**src/include/bbr_pkg.sv**
```systemverilog
// Package for the bit-band alias remapper: address map, sizes, bus carriers, state.
// Assumes a 32-bit little-endian data bus with byte lanes selected by address bits 1:0.
package bbr_pkg;

	// Alias windows are 32 MB, selected by address bits 31:25
	localparam int          TAG_MSB        = 31;
	localparam int          TAG_LSB        = 25;
	localparam logic [6:0]  SRAM_ALIAS_TAG = 7'h11;
	localparam logic [6:0]  PERI_ALIAS_TAG = 7'h21;
	localparam logic [31:0] SRAM_ALIAS_BASE = 32'h2200_0000;
	localparam logic [31:0] PERI_ALIAS_BASE = 32'h4200_0000;
	localparam logic [31:0] SRAM_BAND_BASE = 32'h2000_0000;
	localparam logic [31:0] PERI_BAND_BASE = 32'h4000_0000;
	// Alias address fields: byte offset in 24:5, bit number in 4:2
	localparam int          BYTE_OFS_MSB   = 24;
	localparam int          BYTE_OFS_LSB   = 5;
	localparam int          BIT_NUM_MSB    = 4;
	localparam int          BIT_NUM_LSB    = 2;

	// Access sizes
	localparam logic [1:0]  SIZE_BYTE      = 2'h0;
	localparam logic [1:0]  SIZE_HALF      = 2'h1;
	localparam logic [1:0]  SIZE_WORD      = 2'h2;

	localparam logic [31:0] ALIAS_CLEAR    = 32'h0000_0000;
	localparam logic [31:0] ALIAS_SET      = 32'h0000_0001;
	localparam logic [1:0]  RESET_SYNC     = 2'h0;

	typedef struct packed {
		logic        instr;
		logic        write;
		logic [1:0]  size;
		logic [31:0] addr;
		logic [31:0] wdata;
	} bbr_req_t;

	typedef struct packed {
		logic        err;
		logic [31:0] data;
	} bbr_rsp_t;

	typedef struct packed {
		logic        write;
		logic        lock;
		logic [1:0]  size;
		logic [31:0] addr;
		logic [31:0] wdata;
	} bbr_mreq_t;

	typedef struct packed {
		logic        remap;
		logic        sram;
		logic        refuse;
		logic [31:0] target;
		logic [4:0]  bitIdx;
	} bbr_dec_t;

	typedef enum logic [1:0] {
		PH_IDLE,
		PH_ISSUE,
		PH_WAIT,
		PH_RESP
	} bbr_phase_t;

	typedef struct packed {
		bbr_phase_t  phase;
		logic        remap;
		logic        origWrite;
		logic        wrPhase;
		logic        wbit;
		logic [4:0]  bitIdx;
		bbr_mreq_t   mem;
		bbr_rsp_t    rsp;
	} bbr_state_t;

	localparam bbr_state_t STATE_RESET = '{
		phase: PH_IDLE, remap: 1'b0, origWrite: 1'b0, wrPhase: 1'b0, wbit: 1'b0,
		bitIdx: 5'h00, mem: '0, rsp: '0};

endpackage

```
**src/logic/bbr_alias_decode.sv**
```systemverilog
// Alias address decoder: classifies an upstream address and finds the target bit.
// Purely combinational; the remapper registers what it takes from here, except dec.sram, which only its checks read.
`timescale 1ns/1ps
`default_nettype none
module bbr_alias_decode (
	// Upstream access
	input  wire logic [31:0]      addr,
	input  wire logic             instr,
	// Decoded result
	output bbr_pkg::bbr_dec_t     dec
);
	import bbr_pkg::*;

	logic sramHit;
	logic periHit;
	logic [31:0] bandBase;

	assign sramHit  = addr[TAG_MSB:TAG_LSB] == SRAM_ALIAS_TAG;
	assign periHit  = addr[TAG_MSB:TAG_LSB] == PERI_ALIAS_TAG;
	assign bandBase = sramHit ? SRAM_BAND_BASE : PERI_BAND_BASE;

	always_comb begin
		// Fetches from the SRAM alias go through untouched; peripheral ones are refused
		dec.remap  = (sramHit || periHit) && !instr;
		dec.sram   = sramHit;
		dec.refuse = periHit && instr;
		// Byte offset is alias offset / 32, bit number is (alias offset / 4) mod 8
		dec.target = bandBase | {12'h000, addr[BYTE_OFS_MSB:BYTE_OFS_LSB]};
		// Bit position within the 32-bit lane, little-endian by byte
		dec.bitIdx = {addr[BYTE_OFS_LSB+1:BYTE_OFS_LSB], addr[BIT_NUM_MSB:BIT_NUM_LSB]};
	end
endmodule
`default_nettype wire

```
**src/logic/bbr_remapper.sv**
```systemverilog
// Bit-band alias remapper between the core data bus and SRAM/peripheral slaves.
// Assumes one request at a time upstream and an in-order, one-answer-per-request downstream.
`timescale 1ns/1ps
`default_nettype none
module bbr_remapper (
	// Clock and reset
	input  wire logic             core_clk,
	input  wire logic             reset_n,
	// Upstream request from the core
	input  wire logic             reqValid,
	output logic                  reqReady,
	input  wire bbr_pkg::bbr_req_t req,
	// Upstream answer
	output logic                  rspValid,
	output bbr_pkg::bbr_rsp_t     rsp,
	// Downstream request to memory
	output logic                  memValid,
	input  wire logic             memReady,
	output bbr_pkg::bbr_mreq_t    memReq,
	// Downstream answer
	input  wire logic             memRspValid,
	input  wire bbr_pkg::bbr_rsp_t memRsp
);
	import bbr_pkg::*;

	function automatic logic [31:0] alignAddr(input logic [31:0] a, input logic [1:0] sz);
		logic [31:0] r;
		r = a;
		if (sz == SIZE_WORD) begin
			r = {a[31:2], 2'b00};
		end else if (sz == SIZE_HALF) begin
			r = {a[31:1], 1'b0};
		end
		return r;
	endfunction

	logic [1:0]  resetSync;
	logic        rstSyncN;
	bbr_dec_t    dec;
	bbr_state_t  st;
	bbr_state_t  next_st;
	logic        reqFire;

	// Reset released through two flops so every state flop leaves reset together
	always_ff @(posedge core_clk or negedge reset_n) begin
		if (!reset_n) begin
			resetSync <= RESET_SYNC;
		end else begin
			resetSync <= {resetSync[0], 1'b1};
		end
	end
	assign rstSyncN = resetSync[1];

	bbr_alias_decode u_decode (
		.addr  (req.addr),
		.instr (req.instr),
		.dec   (dec)
	);

	// One transaction in flight at a time keeps device accesses in order
	assign reqReady = st.phase == PH_IDLE;
	assign reqFire  = reqValid && reqReady;
	assign memValid = st.phase == PH_ISSUE;
	assign memReq   = st.mem;
	assign rspValid = st.phase == PH_RESP;
	assign rsp      = st.rsp;

	always_comb begin
		next_st = st;
		case (st.phase)
			PH_IDLE: begin
				if (reqFire) begin
					next_st.remap     = dec.remap;
					next_st.origWrite = req.write;
					next_st.wrPhase   = 1'b0;
					next_st.wbit      = req.wdata[0];
					next_st.bitIdx    = dec.bitIdx;
					next_st.mem.size  = req.size;
					next_st.mem.lock  = dec.remap && req.write;
					next_st.mem.wdata = req.wdata;
					next_st.rsp       = '0;
					if (dec.refuse) begin
						next_st.rsp.err = 1'b1;
						next_st.phase   = PH_RESP;
					end else if (dec.remap) begin
						// Alias writes start with a read of the underlying word
						next_st.mem.write = 1'b0;
						next_st.mem.addr  = alignAddr(dec.target, req.size);
						next_st.phase     = PH_ISSUE;
					end else begin
						// Band and all other addresses pass unchanged
						next_st.mem.write = req.write;
						next_st.mem.addr  = req.addr;
						next_st.phase     = PH_ISSUE;
					end
				end
			end
			PH_ISSUE: begin
				if (memReady) begin
					next_st.phase = PH_WAIT;
				end
			end
			PH_WAIT: begin
				if (memRspValid) begin
					if (memRsp.err) begin
						next_st.rsp      = memRsp;
						next_st.mem.lock = 1'b0;
						next_st.phase    = PH_RESP;
					end else if (st.remap && st.origWrite && !st.wrPhase) begin
						// Lock stays up, so no other master reaches the word in between
						next_st.mem.wdata = memRsp.data;
						next_st.mem.wdata[st.bitIdx] = st.wbit;
						next_st.mem.write = 1'b1;
						next_st.wrPhase   = 1'b1;
						next_st.phase     = PH_ISSUE;
					end else begin
						if (st.remap) begin
							next_st.rsp.data = memRsp.data[st.bitIdx] ? ALIAS_SET : ALIAS_CLEAR;
						end else begin
							next_st.rsp.data = memRsp.data;
						end
						next_st.rsp.err  = 1'b0;
						next_st.mem.lock = 1'b0;
						next_st.phase    = PH_RESP;
					end
				end
			end
			PH_RESP: begin
				next_st.phase = PH_IDLE;
			end
			default: begin
				next_st = STATE_RESET;
			end
		endcase
	end

	always_ff @(posedge core_clk or negedge rstSyncN) begin
		if (!rstSyncN) begin
			st <= STATE_RESET;
		end else begin
			st <= next_st;
		end
	end

	// Checks
	logic [31:0] aliasTarget;
	assign aliasTarget = alignAddr(dec.target, req.size);
endmodule
`default_nettype wire

```
**config.mk**
```make
export PLATFORM = sky130hd
export DESIGN_NAME = bbr_remapper
export DESIGN_NICKNAME = d
export VERILOG_FILES = /design/src/include/bbr_pkg.sv /design/src/logic/bbr_alias_decode.sv /design/src/logic/bbr_remapper.sv
export SDC_FILE = /design/constraint.sdc
export NUM_CORES = 1
export LEC_CHECK = 0
export BUFFER_PORTS_ARGS = -buffer_cell sky130_fd_sc_hd__buf_4
export CAP_MARGIN = 20
export CORE_MARGIN = 5
export CORE_UTILIZATION = 32
export CTS_CLUSTER_SIZE = 24
export DETAILED_ROUTE_END_ITERATION = 10
export PLACE_DENSITY = 0.63
export RECOVER_POWER = 100
export REMOVE_ABC_BUFFERS = 1
export SYNTH_ARGS = -nofsm -noshare
export SYNTH_HDL_FRONTEND = slang
export SYNTH_SLANG_ARGS = --single-unit
```
**constraint.sdc**
```tcl
create_clock -name core_clk -period 4.5 [get_ports core_clk]
set_clock_uncertainty 0.15 [all_clocks]
set_input_delay 0.9 -clock core_clk [delete_from_list [all_inputs] [get_ports core_clk]]
set_output_delay 0.9 -clock core_clk [all_outputs]
set_load 0.05 [all_outputs]
```
==> Yosys cells after proc, flatten, opt, wreduce, memory -nomap -nowiden <==
Cells that the tools add are included.
{ "word_totals": {"ff_bits": 114, "inputBits": 106, "output_inout_bits": 104, "word_cells": 86} }
{ "op_classes": {"order_cmp": 2, "eq_ne": 14, "n_mux": 36, "bitwise_logic": 2, "n_reduce_logical": 18} }
{ "ops": {"columns": ["cell", "n"], "rows": [
  ["2-to-1 mux 32 bit", 5],
  ["case mux 65 bit (2 select lines)", 1],
  ["2-to-1 mux 112 bit", 1],
  ["2-to-1 mux 33 bit", 2],
  ["2-to-1 mux 65 bit", 1],
  ["bitwise mux 32 bit", 1],
  ["2-to-1 mux 31 bit", 1],
  ["bitwise OR 31 x 20 -> 31 bit", 1],
  ["2-to-1 mux 2 bit", 7],
  ["2-to-1 mux 1 bit", 12],
  ["!= test 2 bit (second input constant)", 4],
  ["case mux 2 bit (4 select lines)", 1],
  ["equality test 7 x 5 -> 1 bit (second input constant)", 1],
  ["equality test 7 x 6 -> 1 bit (second input constant)", 1],
  ["logical AND 1 bit", 7],
  ["equality test 2 bit (second input constant)", 3],
  ["< comparator 5 x 6 -> 1 bit (second input constant)", 1],
  ["AND reduction 3 bit", 2],
  ["AND reduction 6 bit", 1],
  ["binary-select mux 1 bit (select 5 bit)", 1],
  ["demux 1 bit (select 5 bit)", 1],
  ["greater-or-equal comparator 5 x 1 -> 1 bit (second input constant)", 1],
  ["AND reduction 5 bit", 1],
  ["equality test 2 x 1 -> 1 bit (second input constant)", 2],
  ["other kinds (11)", 13]
]} }

==> Depth between registers and ports, before layout <==
{ "logic_depth": {"word_depth": 9, "depth_mapped": 8, "mapped_depth_nobuf": 5} }

==> By module <==
From an unflattened synthesis, not the netlist that was laid out.
{ "hier_totals": {"cells_unflattened": 705, "area_unflattened_um2": 6759.0} }
{ "by_module_without_submodules": {"columns": ["module", "instances", "cells_each", "area_per_inst_um2", "seq_area_each_um2"], "rows": [
  ["bbr_remapper", 1, 657, 6407.4, 2852.7],
  ["bbr_alias_decode", 1, 48, 351.6, 0.0]
]} }

==> Least setup slack after synthesis <==
OpenSTA, ideal clock, no wires.
{ "synth_path": {"kind": "in2reg", "start": "input port req[60] (netlist name)", "end": "register st, in the netlist memReq[61]", "setup_ps": 125, "arrival_time_ps": 2459, "required_ps": 4225, "slack_ps": 1766, "path_stages": 5, "n_path_buf": 1, "path_cell_list": "or4b_4 -> nor4b_4 -> nor2_4 -> buf_6 -> mux2_4"} }
{ "synth_between": {"elab_chain_len": 4} }
{ "synth_rtl": {"columns": ["item", "line", "source"], "rows": [
  ["start, declared", "bbr_remapper.sv:12", "input wire bbr_pkg::bbr_req_t req,"],
  ["equality test 7 x 5 -> 1 bit / equality test 7 x 6 -> 1 bit (equally long branches)", "bbr_alias_decode.sv:18, bbr_alias_decode.sv:19", null],
  ["2-to-1 mux 31 bit, or another cell as far along", "bbr_alias_decode.sv:20", "assign bandBase = sramHit ? SRAM_BAND_BASE : PERI_BAND_BASE;"],
  ["bitwise OR 31 x 20 -> 31 bit, or another cell as far along", "bbr_alias_decode.sv:28", "dec.target = bandBase | {12'h000, addr[BYTE_OFS_MSB:BYTE_OFS_LSB]};"],
  ["2-to-1 mux 32 bit / AND reduction 3 bit (equally long branches)", null, null],
  ["end signal, assigned", "bbr_remapper.sv:141", "st <= next_st;"],
  ["end, declared", "bbr_remapper.sv:40", "bbr_state_t st;"]
]} }
Parallel ways exist; a longest one is shown, timed or not.
A chain may end at the register's enable or synchronous reset.

==> Worst setup path after layout <==
Same ends and word-level chain as after synthesis.

==> key figures <==
STA
  – Final Hold Fails: 0
  – Fin. max-slew vios: 79
  – Fmax: 302 MHz
  – Period utilization: 0.736
  – Setup_tns: 0 ns
  – Post-layout min period: roughly 3.3 ns
  – Worst-margin pin slew: around 1.7 ns
  – Relative slew margins: -0.151
  – Final setup fails: 0
  – RSZ-0062 raised after global routing: false

Critical path
  – CP max stage cell: or4b_1
  – Worst Setup Start Kind: input port
  – Register-to-Register Path Depth: 6
  – Arr. time, crit path: 3.46 ns
  – Critical Path Max Stage Delay: 0.61 ns
  – Required time of the critical path: 4.65 ns
  – CP Cell Sequence: clkbuf_4, or4b_1, nor4b_1, clkbuf_1, nor2_1, buf_16, mux2_1
  – Max Fanout on Critical Path: 30
  – CP Class: in2reg
  – CP startpoint: req[60]
  – Worst R2R Start: st[110]$_DFFE_PN0P_
  – CP delay by family, top: simple AND/OR/NAND/NOR gates
  – CP bufs+invs: 3
  – Crit. End Element: flip-flop
  – Critical Path Stages: 7

Cells and area
  – Final #Nets: between 800 and 900
  – Synthesis-to-layout area growth: 18.7%
  – Fin cells: 1053
  – Share of cells above drive strength 1: 0.194
  – Fill cells: around 2100
  – Final instance area: 0.00751 sq mm
  – Final Core Density: 0.386
  – N_diodes: 0

Clocking
  – Clock slew at reported path FFs: 0.06 ns
  – CTS HTree Levels: 4
  – Cts repair resizes: 0
  – CTS Hold Bufs: 0
  – Worst-Skew Late Latency: ~0.42 ns
  – Num CTS Buffers: 17
  – CTS tree: yes
  – Max Root-Sink Buffers: 2
  – Post-CTS Setup Bufs: 0
  – # clock sinks: approximately 110
  – CTS root buffer: clkbuf_16

Detailed routing
  – Post-DRT Antenna Nets: 0
  – TritonRoute pass-1 iters: 5
  – Via count: ~5300
  – DRC: 0
  – Post-Route WL: 19600 microns
  – Wire per inst: 18.6 microns
  – DRT iter0 DRCs: 262
  – Number of vias per cell: 5.01

Global route
  – Largest net degree at the start of global routing: 66
  – First-pass GRT wire length: 29900 microns
  – GRT overflow: 0
  – Initial antenna violation count: 0
  – Number of global-route vias before repair: 5169
  – All-Layer GR Usage: 0.172

Status
  – Status: finished with violations
  – Failing checks: capacitance limit, slew limit

Power and ir drop
  – Flop pwr share: 0.280
  – VDD IR max: 0.337 mV
  – Leakage: 0.00324 uW
  – P per Cell Area: 855 mW/mm^2
  – Combinational share of power: 0.510
  – Int Pwr: 3060 uW
  – Total power: ~6400 uW
  – P_sw: 3360 uW
  – Switching Share: 0.523
  – Clock share of power: 0.210

Die
  – Die width: 151 microns
  – # rows: 51
  – Starting Density: 0.325
  – IO Count: 210
  – Die height: 151 microns
  – CORE AREA: about 0.019 sq mm
  – Die ar.: 0.0227 sq mm

Logic synthesis
  – Async SR Flop Fraction: 1.00
  – Simple-gate share of the synthesized area: 0.131
  – Synth Area in Adders: 0
  – Synth warnings: 0
  – Post-synthesis cell area: roughly 0.0063 sq mm
  – Multiplexer share of the synthesized area: 0.0376
  – Yosys reg bits: 114
  – Distinct cells, synth: 44
  – Main combinational cell family by area after synthesis: compound AO/OA/AOI/OAI gates
  – XOR/XNOR Fraction of Synth Area: 0.00139
  – Register area share after synthesis: 0.451
  – Top_reg_cell synth: dfrtp_1
  – Post-synth EDFFs: 0
  – Syn_area_per_cell: ~9 sq um
  – Mapped Cells: between 600 and 700
  – Post-synthesis compound-gate area fraction: 0.220

Placement
  – IO buf count: 209
  – Placed Cells: 1019
  – DP HPWL: roughly 14000 microns
  – Gpl congestion: between 0.8 and 0.9
  – Area after DPL: 0.00733 sq mm

Worst hold path
  – HP Class: in2async

Job
  – Max cap viols: 3
-- registers in the layout, indices dropped and copies added (netlist names) --
signal	count
memReq	68
rsp	33
st	11
resetSync	2
-- worst reg2reg max path, cell delays in order, from the launching register on --
cell	delay (ns)
dfrtp_1	0.49
nor2_1	0.23
nand2_1	0.09
buf_4	0.20
nor2_1	1.15
buf_16	0.26
mux2_2	0.36
-- per-stage QoR --
step / setup WS, ns / hold WS, ns
floorplan: 0.937 / 0.181
global placement: 1.32 / 0.122
detailed placement: 1.28 / 0.123
CTS: 1.71 / 0.0883
global route: 0.961 / 0.0955
finish: 1.19 / 0.104
-- area by class of cell --
class	instances	area [sq um]	area share
inverters	4	15.0	0.00200
clock buffers	23	478	0.0637
multi-input cells	417	2440	0.325
clock inverters	9	106	0.0142
repair buffers	221	1280	0.171
flip-flops and latches	114	2850	0.380
well taps	265	332	0.0442
-- synth_stat cells, types with 2 or more instances --
| master | n | area share |
|---|---|---|
| nor3_1 | 2 | 0.0016 |
| nand3_1 | 9 | 0.0071 |
| dfrtp_1 | 114 | 0.45 |
| and2_1 | 2 | 0.0020 |
| buf_2 | 3 | 0.0024 |
| o22ai_1 | 7 | 0.0069 |
| a31oi_1 | 20 | 0.020 |
| mux2_4 | 2 | 0.0048 |
| or3b_2 | 3 | 0.0042 |
| nor2b_1 | 5 | 0.0049 |
| buf_4 | 101 | 0.12 |
| a21o_1 | 2 | 0.0024 |
| mux2i_1 | 14 | 0.022 |
| nand2b_1 | 9 | 0.0089 |
| or3_1 | 4 | 0.0040 |
| clkbuf_1 | 45 | 0.027 |
| nand3b_1 | 3 | 0.0036 |
| o21ai_0 | 82 | 0.065 |
| a21oi_1 | 8 | 0.0063 |
| inv_1 | 4 | 0.0024 |
| nand2_1 | 109 | 0.065 |
| nor2_1 | 25 | 0.015 |
| a22oi_1 | 31 | 0.037 |
| o31ai_1 | 29 | 0.034 |
| buf_6 | 4 | 0.0071 |
| mux2_2 | 4 | 0.0071 |
| a22o_1 | 30 | 0.042 |
-- routing by layer --
metal / routed length [microns] / up-vias / global-route usage
met2: 8610 / 208 / 0.258
met5: 0 / - / 0
met1: 8800 / 2541 / 0.234
met3: 1950 / 16 / 0.0650
li1: - / 2513 / -
met4: 193 / 0 / 0.0430
-- cells by family (layout without fill, tap and decap cells) --
family                    after synthesis  count (layout)
AOI/OAI and AO/OA                     214             214
and+or+nand+nor                       180             180
buffers and inverters                 157             257
DFF                                   114             114
muxes                                  21              21
other                                   1               1
xor gates and xnor gates                1               1
-- worst paths after layout --
| kind | endpoint | slack (ns) |
|---|---|---|
| worst max-delay path | memReq[61]$_DFFE_PN0P_ | 1.19 |
| worst min-delay path | resetSync[0]$_DFF_PN0_ | 0.10 |
| worst max register to register | memReq[63]$_DFFE_PN0P_ | 1.45 |
| worst min register to register | resetSync[1]$_DFF_PN0_ | 0.21 |
| max in group asynchronous | memReq[1]$_DFFE_PN0P_ | 2.11 |
| min in group core_clk | resetSync[1]$_DFF_PN0_ | 0.21 |
-- cell usage in the layout, fill, tap and decap left out, types with 2 or more instances in the layout --
master	Yosys	final
mux2i_1	14	14
buf_4	101	108
dfrtp_1	114	114
nand2_1	109	109
mux2_1	0	2
clkinvlp_4	0	3
clkbuf_2	0	2
or3_1	4	4
nor2_1	25	25
nand3b_1	3	3
o22ai_1	7	7
or3b_2	3	3
o31ai_1	29	29
nand2b_1	9	9
a21oi_1	8	8
bufinv_16	0	2
nor3_1	2	2
nand3_1	9	9
o21ai_0	82	82
inv_1	4	4
mux2_2	4	4
nor2b_1	5	5
and2_1	2	2
clkbuf_1	45	111
a31oi_1	20	20
a22o_1	30	30
clkbuf_16	0	17
a22oi_1	31	31
a21o_1	2	2
clkbuf_8	0	3
clkinv_2	0	3
-- power groups by stage --
stage	Sequential, uW	Clock [uW]	Combinational (uW)
after floorplan	3220	0	987
after global placement	1810	0	3640
after detailed placement	1810	0	3670
after CTS	1810	1380	3670
after global routing	1860	1430	3500
final	1790	1350	3280
Power figures use the tool's default switching activity.
